`src/rtl/ptbr_pkg.sv`:
```
// Purpose: Shared constants for the pass-through burst read port
// Assumes: Single 20 MHz local-side clock
// Notes:   Register index values are those of the local register decode
package ptbr_pkg;
    localparam int          DATA_W         = 32;
    localparam int          ADDR_W         = 32;
    localparam int          IDX_W          = 5;
    localparam int          LANES          = 4;
    localparam int          CNT_W          = 8;
    // Local register index of the transfer data port (byte offset 2Ch, index = [6:2])
    localparam logic [6:0]  DATA_PORT_OFS  = 7'h2C;
    localparam logic [4:0]  DATA_PORT_IDX  = DATA_PORT_OFS[6:2];
    localparam logic [3:0]  LANES_NONE_N   = 4'hF;
    localparam logic [1:0]  REGION_RST     = 2'h0;
    localparam logic [CNT_W-1:0] ONE_PHASE = 8'h01;
    localparam logic [CNT_W-1:0] TWO_PHASE = 8'h02;
    // Without prefetch a burst is cut into packets of this many phases
    localparam logic [CNT_W-1:0] PKT_MAX   = 8'h02;
    typedef enum logic [1:0] {
        PTBR_IDLE,
        PTBR_ACTIVE,
        PTBR_DONE
    } ptbr_state_t;
endpackage : ptbr_pkg

```
`src/rtl/ptbr_buf2.sv`:
```
// Purpose: Two-entry valid/ready buffer on the read data path
// Assumes: Synchronous reset, one clock
// Notes:   Full at two words; in_ready drops so the source must stall
`timescale 1ns/10ps
module ptbr_buf2 #(
    parameter int W = 32
) (
    // Clock and reset
    input  wire logic         i_clk_sys,
    input  wire logic         i_rst,
    // Fill side
    input  wire logic         i_in_valid,
    output logic              o_in_ready,
    input  wire logic [W-1:0] i_in_data,
    // Drain side
    output logic              o_out_valid,
    input  wire logic         i_out_ready,
    output logic [W-1:0]      o_out_data
);
    logic [W-1:0] mem_q [2];
    logic [W-1:0] mem_d [2];
    logic [1:0]   cnt_q, cnt_d;
    logic         rd_q, rd_d;
    logic         wr_q, wr_d;
    logic         push, pop;
    logic         valid_q;

    always_comb begin
        push  = i_in_valid && (cnt_q != 2'h2);
        pop   = (cnt_q != 2'h0) && i_out_ready;
        mem_d = mem_q;
        cnt_d = cnt_q;
        rd_d  = rd_q;
        wr_d  = wr_q;
        if (push) begin
            mem_d[wr_q] = i_in_data;
            wr_d        = ~wr_q;
        end
        if (pop) begin
            rd_d = ~rd_q;
        end
        if (push && !pop) begin
            cnt_d = cnt_q + 2'h1;
        end else if (pop && !push) begin
            cnt_d = cnt_q - 2'h1;
        end
    end

    always_ff @(posedge i_clk_sys) begin
        mem_q <= mem_d;
        if (i_rst) begin
            cnt_q <= 2'h0;
            valid_q <= 1'b0;
            rd_q  <= 1'b0;
            wr_q  <= 1'b0;
        end else begin
            cnt_q <= cnt_d;
            valid_q <= (cnt_d != 2'h0);
            rd_q  <= rd_d;
            wr_q  <= wr_d;
        end
    end

    assign o_in_ready  = (cnt_q != 2'h2);
    assign o_out_valid = valid_q;
    assign o_out_data  = mem_q[rd_q];
endmodule : ptbr_buf2

```
`src/rtl/ptbr_port.sv`:
```
// Purpose: Local-side pass-through burst read port of a PCI target
// Assumes: All inputs synchronous to i_clk_sys; PCI side presents accesses as pulses
// Notes:   Read data goes through a two-entry buffer toward the PCI-side FIFO
//
// Overview of operation
// - On a read hit, capture the PCI address and request data from local logic.
// - Status outputs update on the clock edge after the access is recognised.
// - region_index carries the number of the region being accessed.
// - transfer_is_store stays low for reads, so local logic must supply data.
// - multi_phase_n is low while more than one data phase remains in the current packet.
// - pending_byte_lanes_n shows the requested lanes, reloaded unchanged on each completion but a packet's last, which sets them all high.
// - While address_out_strobe_n is low, address drives the data bus without a clock.
// - Each edge with write and data register selected during a pending read stores the bus word if the buffer has room.
// - A phase completes only on phase_done_n low; phase counts then decrement and lanes reload, or go all high on a packet's last phase.
// - Completing the second-to-last phase releases multi_phase_n.
// - Completing the final phase releases access_pending_n.
// - With both status signals released after a burst's last packet, ready returns next clock and a new access is taken the clock after.
// - Without prefetch, bursts split into packets of two, pending released between.
// - An edge with write and phase_done_n both high stores nothing, advances nothing.
`timescale 1ns/10ps
module ptbr_port #(
    parameter int DATA_W = ptbr_pkg::DATA_W,
    parameter int ADDR_W = ptbr_pkg::ADDR_W,
    parameter int CNT_W  = ptbr_pkg::CNT_W
) (
    // Clock and reset
    input  wire logic              i_clk_sys,
    input  wire logic              i_rst,
    // PCI-side access request
    input  wire logic              i_pci_req,
    input  wire logic              i_pci_is_store,
    input  wire logic [ADDR_W-1:0] i_pci_addr,
    input  wire logic [1:0]        i_pci_region,
    input  wire logic [CNT_W-1:0]  i_pci_phases,
    input  wire logic [3:0]        i_pci_lanes_n,
    input  wire logic              i_prefetch_en,
    output logic                   o_pci_req_ready,
    // PCI-side read FIFO feed
    output logic                   o_fifo_valid,
    input  wire logic              i_fifo_ready,
    output logic [DATA_W-1:0]      o_fifo_data,
    output logic                   o_local_stall,
    // Pass-through status
    output logic                   o_access_pending_n,
    output logic                   o_multi_phase_n,
    output logic [1:0]             o_region_index,
    output logic                   o_transfer_is_store,
    output logic [3:0]             o_pending_byte_lanes_n,
    // Local register access
    input  wire logic              i_address_out_strobe_n,
    input  wire logic              i_phase_done_n,
    input  wire logic [3:0]        i_local_lane_sel_n,
    input  wire logic [4:0]        i_local_reg_index,
    input  wire logic              i_local_chip_sel_n,
    input  wire logic              i_local_write_n,
    // Local data bus, split
    input  wire logic [DATA_W-1:0] i_local_data,
    output logic [DATA_W-1:0]      o_local_data,
    output logic                   o_local_data_oe
);
    ptbr_pkg::ptbr_state_t st_q, st_d;
    logic [ADDR_W-1:0] addr_q, addr_d;
    logic [CNT_W-1:0]  left_q, left_d;
    logic [CNT_W-1:0]  pkt_q, pkt_d;
    logic              pend_q, pend_d;
    logic              pend_n_q;
    logic              mph_q, mph_d;
    logic [1:0]        reg_q, reg_d;
    logic              store_q, store_d;
    logic [3:0]        lanes_q, lanes_d;
    logic [3:0]        req_lanes_q, req_lanes_d;
    logic              ready_q, ready_d;
    logic              stall_q, stall_d;
    logic              data_sel;
    logic              wr_word;
    logic              phase_done;
    logic              buf_in_ready;
    logic [DATA_W-1:0] buf_data;
    logic              buf_valid;

    // Packet length: without prefetch no more than two phases are offered at once
    function automatic logic [CNT_W-1:0] pkt_len(input logic [CNT_W-1:0] n,
                                                 input logic              pf);
        pkt_len = (!pf && (n > ptbr_pkg::PKT_MAX)) ? ptbr_pkg::PKT_MAX : n;
    endfunction : pkt_len

    always_comb begin
        // A write with no lane selected carries no byte, so it is not a word
        data_sel   = !i_local_chip_sel_n && (i_local_reg_index == ptbr_pkg::DATA_PORT_IDX)
                     && (i_local_lane_sel_n != ptbr_pkg::LANES_NONE_N);
        wr_word    = pend_q && !store_q && data_sel && !i_local_write_n;
        // A phase with data only counts while the buffer can take the word
        phase_done = pend_q && !i_phase_done_n && buf_in_ready;
    end

    always_comb begin
        st_d        = st_q;
        addr_d      = addr_q;
        left_d      = left_q;
        pkt_d       = pkt_q;
        pend_d      = pend_q;
        mph_d       = mph_q;
        reg_d       = reg_q;
        store_d     = store_q;
        lanes_d     = lanes_q;
        req_lanes_d = req_lanes_q;
        ready_d     = 1'b0;
        stall_d     = !buf_in_ready;
        unique case (st_q)
            ptbr_pkg::PTBR_IDLE: begin
                ready_d = 1'b1;
                if (i_pci_req && ready_q && (i_pci_phases != '0)) begin
                    ready_d     = 1'b0;
                    addr_d      = i_pci_addr;
                    left_d      = i_pci_phases;
                    pkt_d       = pkt_len(i_pci_phases, i_prefetch_en);
                    pend_d      = 1'b1;
                    mph_d       = pkt_len(i_pci_phases, i_prefetch_en) <= ptbr_pkg::ONE_PHASE;
                    reg_d       = i_pci_region;
                    store_d     = i_pci_is_store;
                    lanes_d     = i_pci_lanes_n;
                    req_lanes_d = i_pci_lanes_n;
                    st_d        = ptbr_pkg::PTBR_ACTIVE;
                end
            end
            ptbr_pkg::PTBR_ACTIVE: begin
                if (phase_done) begin
                    left_d  = left_q - ptbr_pkg::ONE_PHASE;
                    pkt_d   = pkt_q - ptbr_pkg::ONE_PHASE;
                    lanes_d = req_lanes_q;
                    if (pkt_q == ptbr_pkg::TWO_PHASE) begin
                        mph_d = 1'b1;
                    end
                    if (pkt_q == ptbr_pkg::ONE_PHASE) begin
                        pend_d  = 1'b0;
                        mph_d   = 1'b1;
                        lanes_d = ptbr_pkg::LANES_NONE_N;
                        st_d    = ptbr_pkg::PTBR_DONE;
                    end
                end
            end
            ptbr_pkg::PTBR_DONE: begin
                // Gap between packets; next packet starts one clock later
                if (left_q != '0) begin
                    pkt_d  = pkt_len(left_q, i_prefetch_en);
                    pend_d = 1'b1;
                    mph_d  = pkt_len(left_q, i_prefetch_en) <= ptbr_pkg::ONE_PHASE;
                    lanes_d = req_lanes_q;
                    st_d   = ptbr_pkg::PTBR_ACTIVE;
                end else begin
                    ready_d = 1'b1;
                    st_d    = ptbr_pkg::PTBR_IDLE;
                end
            end
            default: begin
                st_d = ptbr_pkg::PTBR_IDLE;
            end
        endcase
    end

    always_ff @(posedge i_clk_sys) begin
        if (i_rst) begin
            st_q        <= ptbr_pkg::PTBR_IDLE;
            addr_q      <= '0;
            left_q      <= '0;
            pkt_q       <= '0;
            pend_q      <= 1'b0;
            pend_n_q    <= 1'b1;
            mph_q       <= 1'b1;
            reg_q       <= ptbr_pkg::REGION_RST;
            store_q     <= 1'b0;
            lanes_q     <= ptbr_pkg::LANES_NONE_N;
            req_lanes_q <= ptbr_pkg::LANES_NONE_N;
            ready_q     <= 1'b0;
            stall_q     <= 1'b0;
        end else begin
            st_q        <= st_d;
            addr_q      <= addr_d;
            left_q      <= left_d;
            pkt_q       <= pkt_d;
            pend_q      <= pend_d;
            pend_n_q    <= !pend_d;
            mph_q       <= mph_d;
            reg_q       <= reg_d;
            store_q     <= store_d;
            lanes_q     <= lanes_d;
            req_lanes_q <= req_lanes_d;
            ready_q     <= ready_d;
            stall_q     <= stall_d;
        end
    end

    // Word store path; buffer absorbs a PCI-side stall without dropping data
    ptbr_buf2 #(
        .W (DATA_W)
    ) u_buf (
        .i_clk_sys   (i_clk_sys),
        .i_rst       (i_rst),
        .i_in_valid  (wr_word),
        .o_in_ready  (buf_in_ready),
        .i_in_data   (i_local_data),
        .o_out_valid (buf_valid),
        .i_out_ready (i_fifo_ready),
        .o_out_data  (buf_data)
    );

    assign o_fifo_valid           = buf_valid;
    assign o_fifo_data            = buf_data;
    assign o_local_stall          = stall_q;
    assign o_pci_req_ready        = ready_q;
    assign o_access_pending_n     = pend_n_q;
    assign o_multi_phase_n        = mph_q;
    assign o_region_index         = reg_q;
    assign o_transfer_is_store    = store_q;
    assign o_pending_byte_lanes_n = lanes_q;
    // Asynchronous address read: pure propagation path, not gated by reset
    assign o_local_data           = addr_q;
    assign o_local_data_oe        = !i_address_out_strobe_n;
endmodule : ptbr_port

```
`config.mk`:
```
export PLATFORM = sky130hd
export DESIGN_NAME = ptbr_port
export DESIGN_NICKNAME = d
export VERILOG_FILES = /design/src/rtl/ptbr_pkg.sv /design/src/rtl/ptbr_buf2.sv /design/src/rtl/ptbr_port.sv
export SDC_FILE = /design/constraint.sdc
export NUM_CORES = 1
export LEC_CHECK = 0
export ABC_AREA = 1
export BUFFER_PORTS_ARGS = -buffer_cell sky130_fd_sc_hd__buf_2
export CAP_MARGIN = 20
export CORE_ASPECT_RATIO = 2
export CORE_MARGIN = 2
export CORE_UTILIZATION = 47
export DETAILED_ROUTE_END_ITERATION = 10
export GPL_ROUTABILITY_DRIVEN = 0
export HOLD_SLACK_MARGIN = 0.1
export PLACE_DENSITY = 0.76
export SLEW_MARGIN = 25
export SYNTH_ARGS = -nofsm -noshare
export SYNTH_HDL_FRONTEND = slang
export SYNTH_HIERARCHICAL = 1
export SYNTH_SLANG_ARGS = --single-unit
```
`constraint.sdc`:
```
create_clock -name i_clk_sys -period 3.03 [get_ports i_clk_sys]
set_input_delay 0.606 -clock i_clk_sys [delete_from_list [all_inputs] [get_ports i_clk_sys]]
set_output_delay 0.606 -clock i_clk_sys [all_outputs]
set_load 0.02 [all_outputs]
```
# --- Yosys cells after proc, flatten, opt, wreduce, memory -nomap -nowiden ---
# Index checks and enable logic that the tools add are counted.
classes:
  addsub: 4
  n_mul: 0
  div: 0
  order_cmp: 7
  n_eq_ne: 12
  shifts: 0
  muxes: 41
  bitwise_logic: 4
  reduce_logical: 38
op_table:
  columns: ["cell", "count"]
  rows:
  - ["32-bit 2-to-1 mux", 4]
  - ["64-bit bitwise mux", 1]
  - ["8-bit 2-to-1 mux", 7]
  - ["32-bit demux with 1-bit select", 1]
  - ["8-bit one-hot mux with 3 select lines", 1]
  - ["8-bit by 2-bit > comparator with 1-bit output (second input constant)", 2]
  - ["8-bit by 1-bit <= comparator with 1-bit output (second input constant)", 2]
  - ["1-bit logical AND", 16]
  - ["4-bit 2-to-1 mux", 4]
  - ["8-bit one-hot mux with 2 select lines", 1]
  - ["8-bit nonzero test", 2]
  - ["8-bit by 1-bit subtractor with 8-bit output (second input constant)", 2]
  - ["1-bit 2-to-1 mux", 12]
  - ["4-bit one-hot mux with 3 select lines", 1]
  - ["1-bit logical NOT", 10]
  - ["2-bit 2-to-1 mux", 5]
  - ["2-bit != test (second input constant)", 5]
  - ["8-bit by 1-bit == test with 1-bit output (second input constant)", 1]
  - ["8-bit by 2-bit == test with 1-bit output (second input constant)", 1]
  - ["1-bit one-hot mux with 3 select lines", 2]
  - ["2-bit one-hot mux with 3 select lines", 1]
  - ["3-bit AND reduction", 2]
  - ["2-bit nonzero test", 3]
  - ["5-bit by 4-bit == test with 1-bit output (second input constant)", 1]
  - ["16 further kinds", 19]
word_totals:
  register_bits: 135
  latch_bits: 0
  mem_bits_rw: 0
  mem_bits_ro: 0
  inputBits: 97
  out_inout_bits: 77
  wordCells: 125
  memories: 0

# --- Depth between registers and ports, before layout ---
# Gate-level depths: netlist (run 1).
depth:
  word_depth: 11
  depth_mapped: 12
  ltp_nobuf: 12

# --- Modules after synthesis ---
# The synthesis (run 1) kept the hierarchy.
modules_own_cells:
  columns: ["module", "n_inst", "cells_each", "area_per_inst_um2", "seq_area_each_um2"]
  rows:
  - ["ptbr_port", 1, 492, 3372.0, 1321.3]
  - ["ptbr_buf2", 1, 209, 2598.7, 2021.9]

# --- Least setup slack after synthesis (run 1) ---
# No wires, ideal clock.
synth_path:
  path_type: "input -> register"
  startpoint: "in i_local_reg_index[4]"
  endpoint: "reg u_buf/mem_q[0] (netlist bit), enable pin"
  arrival_ns: 2.546
  setup_slack_ns: 0.061
  cell_stages: 5
  path_cell_list: "nor3_1 -> nand2_1 -> nor3_1 -> nand2_2 -> nor2_1"
synth_via:
  elab_chain_cells: 6
synth_rtl:
  columns: ["item", "line_no", "source"]
  rows:
  - ["start, declared", "ptbr_port.sv:53", "input wire logic [4:0] i_local_reg_index,"]
  - ["5-bit by 4-bit == test with 1-bit output", "ptbr_port.sv:89", "data_sel = !i_local_chip_sel_n && (i_local_reg_index == ptbr_pkg::DATA_PORT_IDX)"]
  - ["1-bit logical AND", "ptbr_port.sv:89", null]
  - ["1-bit logical AND", "ptbr_port.sv:90", "&& (i_local_lane_sel_n != ptbr_pkg::LANES_NONE_N);"]
  - ["1-bit logical AND (2 in series)", "ptbr_port.sv:91", "wr_word = pend_q && !store_q && data_sel && !i_local_write_n;"]
  - ["via wr_word", "ptbr_port.sv:75", "logic wr_word;"]
  - ["1-bit logical AND", "ptbr_buf2.sv:29", "push = i_in_valid && (cnt_q != 2'h2);"]
  - ["end signal, assigned", "ptbr_buf2.sv:50", "mem_q <= mem_d;"]
  - ["end, declared", "ptbr_buf2.sv:20", "logic [W-1:0] mem_q [2];"]
# The timed path passes the listed nets, and every way through them passes these cells.
# A chain may end at the register's enable or synchronous reset.

# --- Worst setup path after layout (run 1) ---
layout_path:
  startpoint: "reg st_q[0]"
  endpoint: "reg store_q (netlist: o_transfer_is_store)"
layout_via:
  elab_chain_cells: 2
layout_rtl:
  columns: ["item", "line_no", "source"]
  rows:
  - ["start, declared", "ptbr_port.sv:61", "ptbr_pkg::ptbr_state_t st_q, st_d;"]
  - ["start signal, assigned", "ptbr_port.sv:163", "st_q <= ptbr_pkg::PTBR_IDLE;"]
  - ["start signal, assigned", "ptbr_port.sv:177", "st_q <= st_d;"]
  - ["2-bit logical NOT", "ptbr_port.sv:109", "unique case (st_q)"]
  - ["2-bit AND reduction (no line)", null, null]
  - ["end signal, assigned", "ptbr_port.sv:185", "store_q <= store_d;"]
  - ["end, declared", "ptbr_port.sv:69", "logic store_q, store_d;"]
# Every way passes these cells.

==> results of run 1 <==
==> worst reg2reg max path: stages, from the launching register on <==
cell and delay, ps:
dfxtp_1 340, inv_1 90, ha_1 250, inv_1 130
nor2_4 630, inv_2 500, o21ai_1 260, a21oi_1 60
==> per-layer routing <==
| layer | vias to the layer above | global-route usage | part of all wire |
|---|---|---|---|
| met5 | - | 0 | 0 |
| met1 | 2259 | 0.2041 | 0.36 |
| met4 | 0 | 0.1173 | 0.038 |
| li1 | 2625 | - | - |
| met2 | 157 | 0.3789 | 0.55 |
| met3 | 43 | 0.04295 | 0.048 |
==> through the flow <==
step,hold WS [ps],std cells,setup WS [ps],instance area (sq um)
6_report,378.4,1034,624.2,7486
5_1_grt,368.7,1034,405.7,7486
4_1_cts,362.3,1034,591.2,7486
3_5_place_dp,439.8,1002,473.8,6924
3_3_place_gp,434.4,1002,505.8,6924
2_1_floorplan,422.5,701,61.19,5971
==> power breakdown <==
| part | total (mW) | internal, mW | switching, mW |
|---|---|---|---|
| Combinational | 2.30 | 0.746 | 1.56 |
| Sequential | 2.38 | 2.19 | 0.192 |
| Clock | 1.93 | 1.14 | 0.786 |
| Total | 6.61 | 4.07 | 2.54 |
==> flip-flops by register name, indices dropped and copies added (netlist names) <==
name and cells:
o_region_index 2, o_local_stall 1, left_q 8, o_transfer_is_store 1
pend_q 1, o_access_pending_n 1, u_buf/mem_q 64, u_buf/cnt_q 2
req_lanes_q 4, u_buf/rd_q 1, u_buf/wr_q 1, o_multi_phase_n 1
pkt_q 8, o_pci_req_ready 1, st_q 2, o_pending_byte_lanes_n 4
u_buf/o_out_valid 1, o_local_data 32
==> cells by family after synthesis <==
kind of cell | after synthesis | share of synthesized area
AOI/OAI and AO/OA | 98 | 0.08739
and+or+nand+nor | 374 | 0.2640
muxes | 1 | 0.001677
buffers and inverters | 79 | 0.05888
adders and majority gates | 12 | 0.02515
xor gates and xnor gates | 2 | 0.002934
DFF | 135 | 0.5599
==> area by class of cell <==
class                           instances  area (sq um)  area share
Sequential cell                       135          3343      0.4466
Multi-Input combinational cell        487          2291      0.3060
Timing Repair Buffer                  179         910.9      0.1217
Clock buffer                           22         476.7     0.06368
Inverter                               51         191.4     0.02557
Tap cell                              150         187.7     0.02507
Clock inverter                         10         85.08     0.01137
==> Yosys cell counts, drive strengths merged <==
cell type and instances:
edfxtp 64, inv 51, nand2 210, nand3 38, ha 12, nor2 112, xnor2 1, o211ai 1
dfxtp 71, mux2i 1, o21ai 65, buf 20, clkbuf 8, nand4 7, nor3 4, or2 2
nand3b 1, o31ai 1, xor2 1, a21oi 31
==> cell usage in the layout (no fill, tap or decap), types with 3 or more instances in the layout <==
| cell | instances |
|---|---|
| a21oi_1 | 28 |
| a21oi_2 | 3 |
| buf_2 | 173 |
| buf_4 | 6 |
| clkbuf_16 | 18 |
| clkinv_4 | 3 |
| dfxtp_1 | 71 |
| edfxtp_1 | 64 |
| ha_1 | 12 |
| inv_1 | 47 |
| inv_2 | 4 |
| inv_6 | 4 |
| nand2_1 | 198 |
| nand2_2 | 10 |
| nand3_1 | 37 |
| nand4_1 | 6 |
| nor2_1 | 102 |
| nor2_2 | 5 |
| nor2_4 | 5 |
| nor3_1 | 4 |
| o21ai_0 | 61 |
==> worst min path at each step <==
stage / from / end / slack [ps] / cells after the start
floorplan: req_lanes_q[3]$_SDFFE_PP1P_ / req_lanes_q[3]$_SDFFE_PP1P_ / 420 / 2
global placement: req_lanes_q[0]$_SDFFE_PP1P_ / req_lanes_q[0]$_SDFFE_PP1P_ / 430 / 2
detailed placement: req_lanes_q[1]$_SDFFE_PP1P_ / req_lanes_q[1]$_SDFFE_PP1P_ / 440 / 2
CTS: i_local_data[30] / u_buf/mem_q[62]$_DFFE_PP_ / 360 / 1
global route: i_local_data[22] / u_buf/mem_q[54]$_DFFE_PP_ / 370 / 1
finish: i_local_data[30] / u_buf/mem_q[62]$_DFFE_PP_ / 380 / 1
==> flow_summary_export.csv, run 1 <==
group,metric,value,unit
run_status,status,"finished, final reports clean",
grt,antenna_found_initial,0,
sta,setup_viol,0,
critical_path,crit_end,"o_transfer_is_store$_SDFFE_PP0P_",
synthesis,syn-mean-instance-area,8.517,sq um
critical_path,r2r_setup_slack,620,ps
placement,hpwl,10150,um
drt,drt_first_iter_violations,179,
synthesis,syn_inst,701,
clock_tree,cts_setup_buffers,0,
critical_path,r2r-end,"o_transfer_is_store$_SDFFE_PP0P_",
critical_path,crit_arrival,2680,ps
die,fp.dieArea,13680,sq um
critical_path,path_class,"reg2reg",
drt,viasPerCell,4.917,
sta,hold_viol_final,0,
synthesis,synth.largest_area_cell,"edfxtp_1",
layout,final_nets,980,
grt,grt_overflow,0,
clock_tree,cts-root-buf,"clkbuf_16",
critical_path,critical_path.slowest_cell,"nor2_4",
die,die_w,83.70,um
min_path,hold_path_class,"in2reg",
layout,final_layout_size_suffix_gt1_frac,0.2760,
sta,fmax,415.7,MHz
sta,slew_headroom,0.4829,
clock_tree,cts_buffers,17,
critical_path,cpPeakStageDelay,630,ps
synthesis,syn_nets,810,
layout,post-route-util,0.5997,
critical_path,end_kind,"register",
sta,worst_pin_slew,773.8,ps
critical_path,rr_worst_depth,7,
synthesis,ys_seq_area_frac,0.5599,
clock_tree,ctsHtreeMaxLevel,4,
job,cap_violations,0,
clock_tree,cts_buffer_depth,2,
drt,drc,0,
critical_path,crit_family,"buffers and inverters",
drt,num_vias,5084,
sta,finalCritPeriodShare,0.7940,
grt,grt_pass1_vias,4887,
sta,rsz0062_at_grt,"false",
layout,final.fill_count,1151,
grt,grt_pass1_wl,22020,um
drt,wl_per_cell,13.39,um
layout,n_antenna_cell,0,
critical_path,path_depth,7,
grt,grt.total_usage,0.2030,
clock_tree,cts_tree,"built",
die,pin_count,174,
critical_path,path_cells,"inv_1 -> ha_1 -> inv_1 -> nor2_4 -> inv_2 -> o21ai_1 -> a21oi_1",
placement,io_buffers,173,
critical_path,startpoint,"st_q[0]$_SDFFE_PP0P_",
sta,slew_violations,0,
synthesis,syn_area,5971,sq um
clock_tree,numClockSinks,135,
clock_tree,clk_latency,410,ps
clock_tree,cts_resized,0,
clock_tree,cts_hold_buf,0,
drt,final_antenna_net_count,0,
sta,post-route-min-period,2406,ps
die,rows,58,
drt,wirelength,13840,um
pwr,power.density,882.6,nW/um^2
pwr,power,6.607,mW
synthesis,synth.distinct_cells,35,
synthesis,synthTopCellsByArea,"edfxtp_1 32%, dfxtp_1 24%, nand2_1 12%, nor2_1 6.5%, o21ai_0 5.1%",
synthesis,ys_ff_latch,135,
synthesis,synth_top_area_frac,0.3219,
sta,finClkSkew,9.562,ps
critical_path,worst-path-buf-inv,3,
critical_path,critical_path_peak_fanout,40,
drt,dr.pass1.iters,6,
sta,tns,0,ps
critical_path,cp_common_cell,"inv_1",
critical_path,reg2reg_from,"st_q[0]$_SDFFE_PP0P_",
critical_path,critPathLaunchType,"register",
die,start_util,0.4783,
clock_tree,clkTransAtPathRegs,60,ps
pwr,peakVddDrop,0.0006031,V
synthesis,yosysWarnings,6,
pwr,leakage,3.548,nW
critical_path,cp.required,3300,ps
layout,area_delta_synth_final,25.38,%
die,die_h,163.4,um
die,floorplan.core_area,12480,sq um
grt,grt_max_degree,41,
(Power assumes the default switching activity.)
==> run 2: changes to the inputs <==
ABC_AREA = 0   (was 1)
CORE_UTILIZATION = 52   (was 47)
PLACE_DENSITY = 0.8   (was 0.76)
clock period = 2.45 ns   (was 3.03 ns; I/O delays follow)
==> flow_summary_export.csv, run 2 <==
group,metric,value,unit
run_status,status,"finished, final reports clean",
synthesis,async_reset_ff_frac,0,
critical_path,r2r_setup_slack,250,ps
clock_tree,cts_tree,"built",
grt,grt_overflow,0,
min_path,hold_depth,1,
critical_path,end_kind,"register",
drt,drc,0,
min_path,hold_start,"i_local_data[15]",
synthesis,synth.largest_area_cell,"edfxtp_1",
layout,layout.cells.non_filler,906,
layout,largest_register,"u_buf/mem_q",
layout,post-route-util,0.6871,
pwr,swShare,0.3875,
pwr,p_int,5.488,mW
synthesis,yosysWarnings,6,
pwr,p_clk_frac,0.276,
drt,viasPerCell,5.817,
synthesis,syn_area,6058,sq um
clock_tree,clkTransAtPathRegs,60,ps
synthesis,synth.most_common_cell,"nand2_1",
sta,finalCritPeriodShare,0.8970,
synthesis,synth_top_cells_by_count,"88 x nand2_1, 71 x dfxtp_1, 64 x edfxtp_1, 54 x a21oi_1, 21 x nor2_1",
critical_path,reg2reg_from,"o_transfer_is_store$_SDFFE_PP0P_",
synthesis,synth_edf_count,64,
drt,dr.pass1.iters,6,
sta,slew_violations,0,
critical_path,critical_path_peak_fanout,17,
grt,grt_max_degree,52,
grt,antenna_found_initial,0,
sta,finClkSkew,12.95,ps
placement,io_buffers,173,
drt,drt_first_iter_violations,293,
drt,wl_per_cell,18.07,um
synthesis,ys_ff_latch,135,
layout,n_antenna_cell,0,
layout,layout_common_cells,"173 x buf_2, 88 x nand2_1, 71 x dfxtp_1, 64 x edfxtp_1, 54 x a21oi_1",
synthesis,syn_nets,678,
clock_tree,cts_setup_buffers,0,
critical_path,rr_worst_depth,5,
layout,layout_commonest_cell,"buf_2",
drt,wirelength,16370,um
synthesis,syn_inst,569,
min_path,hold-path-endpoint,"u_buf/mem_q[15]$_DFFE_PP_",
min_path,hold_path_class,"in2reg",
placement,dpl.cell_count,874,
synthesis,synth_ff_type,"dfxtp_1",
die,die_w,80.33,um
sta,setup_viol,0,
clock_tree,cts_resized,0,
grt,grt_pass1_vias,5394,
critical_path,r2r-end,"u_buf/mem_q[0]$_DFFE_PP_",
synthesis,synth.distinct_cells,75,
synthesis,syn-mean-instance-area,10.65,sq um
clock_tree,cts-root-buf,"clkbuf_16",
layout,final_nets,860,
die,pin_count,174,
clock_tree,ctsHtreeMaxLevel,4,
critical_path,critPathLaunchType,"register",
layout,area_delta_synth_final,28.77,%
sta,fin_hold_ws,268.0,ps
clock_tree,cts_buffers,17,
pwr,p_sw,3.472,mW
synthesis,synth_top_area_frac,0.3172,
critical_path,path_class,"reg2reg",
pwr,power,8.960,mW
pwr,peakVddDrop,0.0008385,V
clock_tree,clk_latency,410,ps
synthesis,synthTopCellsByArea,"edfxtp_1 32%, dfxtp_1 23%, nand2_1 5.5%, a21oi_1 4.5%, mux2_2 3.5%",
die,rows,55,
job,cap_violations,0,
clock_tree,numClockSinks,135,
sta,fmax,455.1,MHz
pwr,power.density,1149,nW/um^2
sta,rsz0062_at_grt,"false",
pwr,leakage,3.154,nW
grt,grt.total_usage,0.2627,
layout,largest_register_ffs,64,
grt,grt_pass1_wl,25390,um
synthesis,ys_seq_area_frac,0.5518,
sta,hold_viol_final,0,
critical_path,crit_arrival,2310,ps
pwr,seqPwrFrac,0.324,
sta,worst_pin_slew,781.9,ps
die,floorplan.core_area,11350,sq um
layout,final_layout_size_suffix_gt1_frac,0.3560,
pwr,pwr-share-comb,0.400,
drt,final_antenna_net_count,0,
sta,post-route-min-period,2198,ps
die,fp.dieArea,12580,sq um
clock_tree,cts_buffer_depth,2,
drt,num_vias,5270,
die,start_util,0.5336,
sta,tns,0,ps
die,die_h,156.6,um
critical_path,cp.required,2560,ps
sta,slew_headroom,0.4768,
placement,hpwl,11870,um
clock_tree,cts_hold_buf,0,
[run 2: changes by cell type in the layout (fill, tap and decap cells not counted), moves of 15 or more]
cell / previous run / this run
mux2_2: 0 / 19
a21oi_1: 28 / 54
nand2_1: 198 / 88
nand3_1: 37 / 17
nor2_1: 102 / 20
o21ai_0: 61 / 11
inv_1: 47 / 20
buf_4: 6 / 21
[run 2: power groups by stage]
stage          Combinational (mW)  Clock (mW)  Sequential (mW)
6_report                     3.58        2.48             2.90
5_1_grt                      3.85        2.63             2.94
4_1_cts                      3.50        2.52             2.90
3_5_place_dp                 3.47           0             2.94
3_3_place_gp                 3.37           0             2.92
2_1_floorplan                2.28           0             3.05
[run 2: cells by family (layout without fill, tap and decap cells)]
family	count (synthesis)	after routing	synth area share
adder cells (fa/ha/maj)	12	12	0.02478
buffers and inverters	57	252	0.04254
AND/OR/NAND/NOR	190	190	0.1576
flip-flops	135	135	0.5518
multiplexers	35	35	0.06464
AO/OA/AOI/OAI	135	135	0.1501
XOR/XNOR	5	5	0.008468
[run 2: metal layers]
metal | vias to the layer above | global-route usage | routed length (um)
met5 | - | 0 | 0
met4 | 0 | 0.1687 | 879
met3 | 72 | 0.05825 | 961
met2 | 270 | 0.4806 | 9001
met1 | 2468 | 0.2560 | 5528
li1 | 2460 | - | -
[run 2: stage by stage]
stage / setup slack, ps / area (sq um)
global route: 172.4 / 7801
floorplan: 68.13 / 6087
finish: 252.5 / 7801
global placement: 53.25 / 7209
CTS: 223.1 / 7796
detailed placement: 42.18 / 7209
[run 2: worst max-delay path by stage]
stage | from | end | depth (start not counted) | slack (ps)
floorplan | i_local_reg_index[2] | u_buf/mem_q[32]$_DFFE_PP_ | 4 | 70
global placement | i_local_reg_index[2] | u_buf/mem_q[8]$_DFFE_PP_ | 6 | 50
detailed placement | i_local_reg_index[2] | u_buf/mem_q[7]$_DFFE_PP_ | 6 | 40
CTS | u_buf/rd_q$_SDFFE_PP0P_ | o_fifo_data[24] | 3 | 220
global route | u_buf/rd_q$_SDFFE_PP0P_ | o_fifo_data[14] | 3 | 170
finish | o_transfer_is_store$_SDFFE_PP0P_ | u_buf/mem_q[0]$_DFFE_PP_ | 5 | 250
[run 2: final cells by class]
cell class / instances / area [sq um]
inverters: 21 / 78.83
clock inverters: 15 / 161.4
clock buffers: 17 / 425.4
repair buffers: 199 / 1124
fillers: 870 / 3553
well taps: 142 / 177.7
flip-flops and latches: 135 / 3343
multi-input cells: 377 / 2491
[run 2: worst max-delay path, stage by stage, from the launching register on]
cell and delay [ps]:
dfxtp_1 320, or4b_4 560, nor4_4 440, and2b_4 240, and2_4 170, buf_12 160
==> run 3: changes to the inputs <==
PLACE_DENSITY = 0.84   (was 0.8)
==> flow_summary_export.csv, run 3 (same netlist as run 2, synthesis figures left out) <==
group,metric,value,unit
run_status,status,"finished, final reports clean",
clock_tree,clk_latency,410,ps
placement,io_buffers,173,
critical_path,path_class,"reg2reg",
critical_path,crit_arrival,2580,ps
job,cap_violations,0,
drt,wl_per_cell,17.57,um
layout,final_layout_size_suffix_gt1_frac,0.3491,
critical_path,path_cells,"inv_1 -> ha_1 -> a21boi_1 -> a41o_1 -> buf_4 -> o41ai_1 -> a21oi_1",
drt,dr_wl_met2,8622,um
critical_path,end_kind,"register",
die,pin_count,174,
sta,slew_headroom,0.4863,
grt,grt_pass1_vias,5303,
clock_tree,cts-root-buf,"clkbuf_16",
die,rows,55,
drt,met3WireLength,1003,um
clock_tree,cts_buffers,17,
clock_tree,numClockSinks,135,
drt,dr.pass1.iters,5,
drt,num_vias,5247,
grt,grt.total_usage,0.2525,
layout,layout_common_cells,"173 x buf_2, 88 x nand2_1, 71 x dfxtp_1, 64 x edfxtp_1, 54 x a21oi_1",
placement,place_area,7129,sq um
drt,viasPerCell,5.817,
drt,drt_first_iter_violations,400,
layout,final_nets,856,
pwr,power.density,1164,nW/um^2
pwr,leakage,3.132,nW
critical_path,critPathLaunchType,"register",
sta,post-route-min-period,2312,ps
pwr,peakVddDrop,0.0009983,V
clock_tree,ctsHtreeMaxLevel,4,
clock_tree,cts_tree,"built",
grt,grt_pass1_wl,24720,um
sta,slew_violations,0,
sta,hold_viol_final,0,
clock_tree,cts_resized,0,
layout,layout_commonest_cell,"buf_2",
grt,antenna_found_initial,1,
grt,grt_overflow,0,
critical_path,critical_path.slowest_cell,"o41ai_1",
layout,largest_register,"u_buf/mem_q",
layout,postLayoutCellArea,7740,sq um
drt,drc,0,
sta,rsz0062_at_grt,"false",
sta,finClkSkew,9.366,ps
clock_tree,cts_buffer_depth,2,
die,fp.dieArea,12580,sq um
clock_tree,cts_setup_buffers,0,
min_path,hold_path_class,"in2reg",
critical_path,crit_family,"compound AO/OA/AOI/OAI gates",
sta,tns,0,ps
sta,setup_viol,0,
drt,wl_met1,5353,um
drt,top_layer_used,"met4",
die,die_h,156.6,um
layout,largest_register_ffs,64,
die,start_util,0.5336,
placement,dpl.cell_count,870,
critical_path,cpPeakStageDelay,420,ps
clock_tree,cts_hold_buf,0,
placement,hpwl,11600,um
die,floorplan.core_area,11350,sq um
critical_path,cp.required,2710,ps
layout,layout.cells.non_filler,902,
critical_path,worst-path-buf-inv,2,
sta,fmax,432.6,MHz
die,die_w,80.33,um
critical_path,critical_path_peak_fanout,12,
sta,finalCritPeriodShare,0.9435,
grt,grt_max_degree,44,
layout,area_delta_synth_final,27.76,%
clock_tree,clkTransAtPathRegs,60,ps
drt,wirelength,15850,um
sta,worst_pin_slew,763.5,ps
drt,final_antenna_net_count,0,
-- run 3: cell type report --
cell class,count,area (sq um)
Fill cell,862,3615
Inverter,21,78.83
Multi-Input combinational cell,377,2486
Clock buffer,19,432.9
Tap cell,142,177.7
Clock inverter,12,175.2
Timing Repair Buffer,195,1044
Antenna cell,1,2.502
Sequential cell,135,3343
-- run 3: worst paths after layout --
| check | from | end | slack [ps] | depth (start not counted) |
|---|---|---|---|---|
| setup / recovery | st_q[0]$_SDFFE_PP0P_ | pkt_q[3]$_SDFFE_PP0P_ | 140 | 7 |
| hold / removal | i_local_data[29] | u_buf/mem_q[61]$_DFFE_PP_ | 270 | 1 |
| setup reg to reg | st_q[0]$_SDFFE_PP0P_ | pkt_q[3]$_SDFFE_PP0P_ | 140 | 7 |
| hold reg to reg | o_local_data[10]$_SDFFE_PP0P_ | o_local_data[10]$_SDFFE_PP0P_ | 450 | 2 |
-- run 3: power by group --
part,switching [mW],internal [mW],total [mW]
clock,0.915,1.70,2.61
sequential,0.287,2.65,2.94
combinational,2.13,1.33,3.46
total,3.33,5.68,9.01
-- run 3: per-stage QoR --
step                setup slack, ps  hold WS [ps]  power, mW  utilization
global placement              49.45         439.4      6.177       0.6279
CTS                           168.0         257.7      8.975       0.6814
global route                  83.89         249.5      9.442       0.6817
finish                        138.4         268.5      9.011       0.6817
detailed placement            41.03         445.9      6.318       0.6279
floorplan                     68.13         433.7      5.328            -
-- run 3: layer usage --
metal / up-vias / GRT usage
li1: 2439 / -
met1: 2439 / 0.2420
met2: 292 / 0.4603
met3: 77 / 0.05248
met4: 0 / 0.1792
met5: - / 0
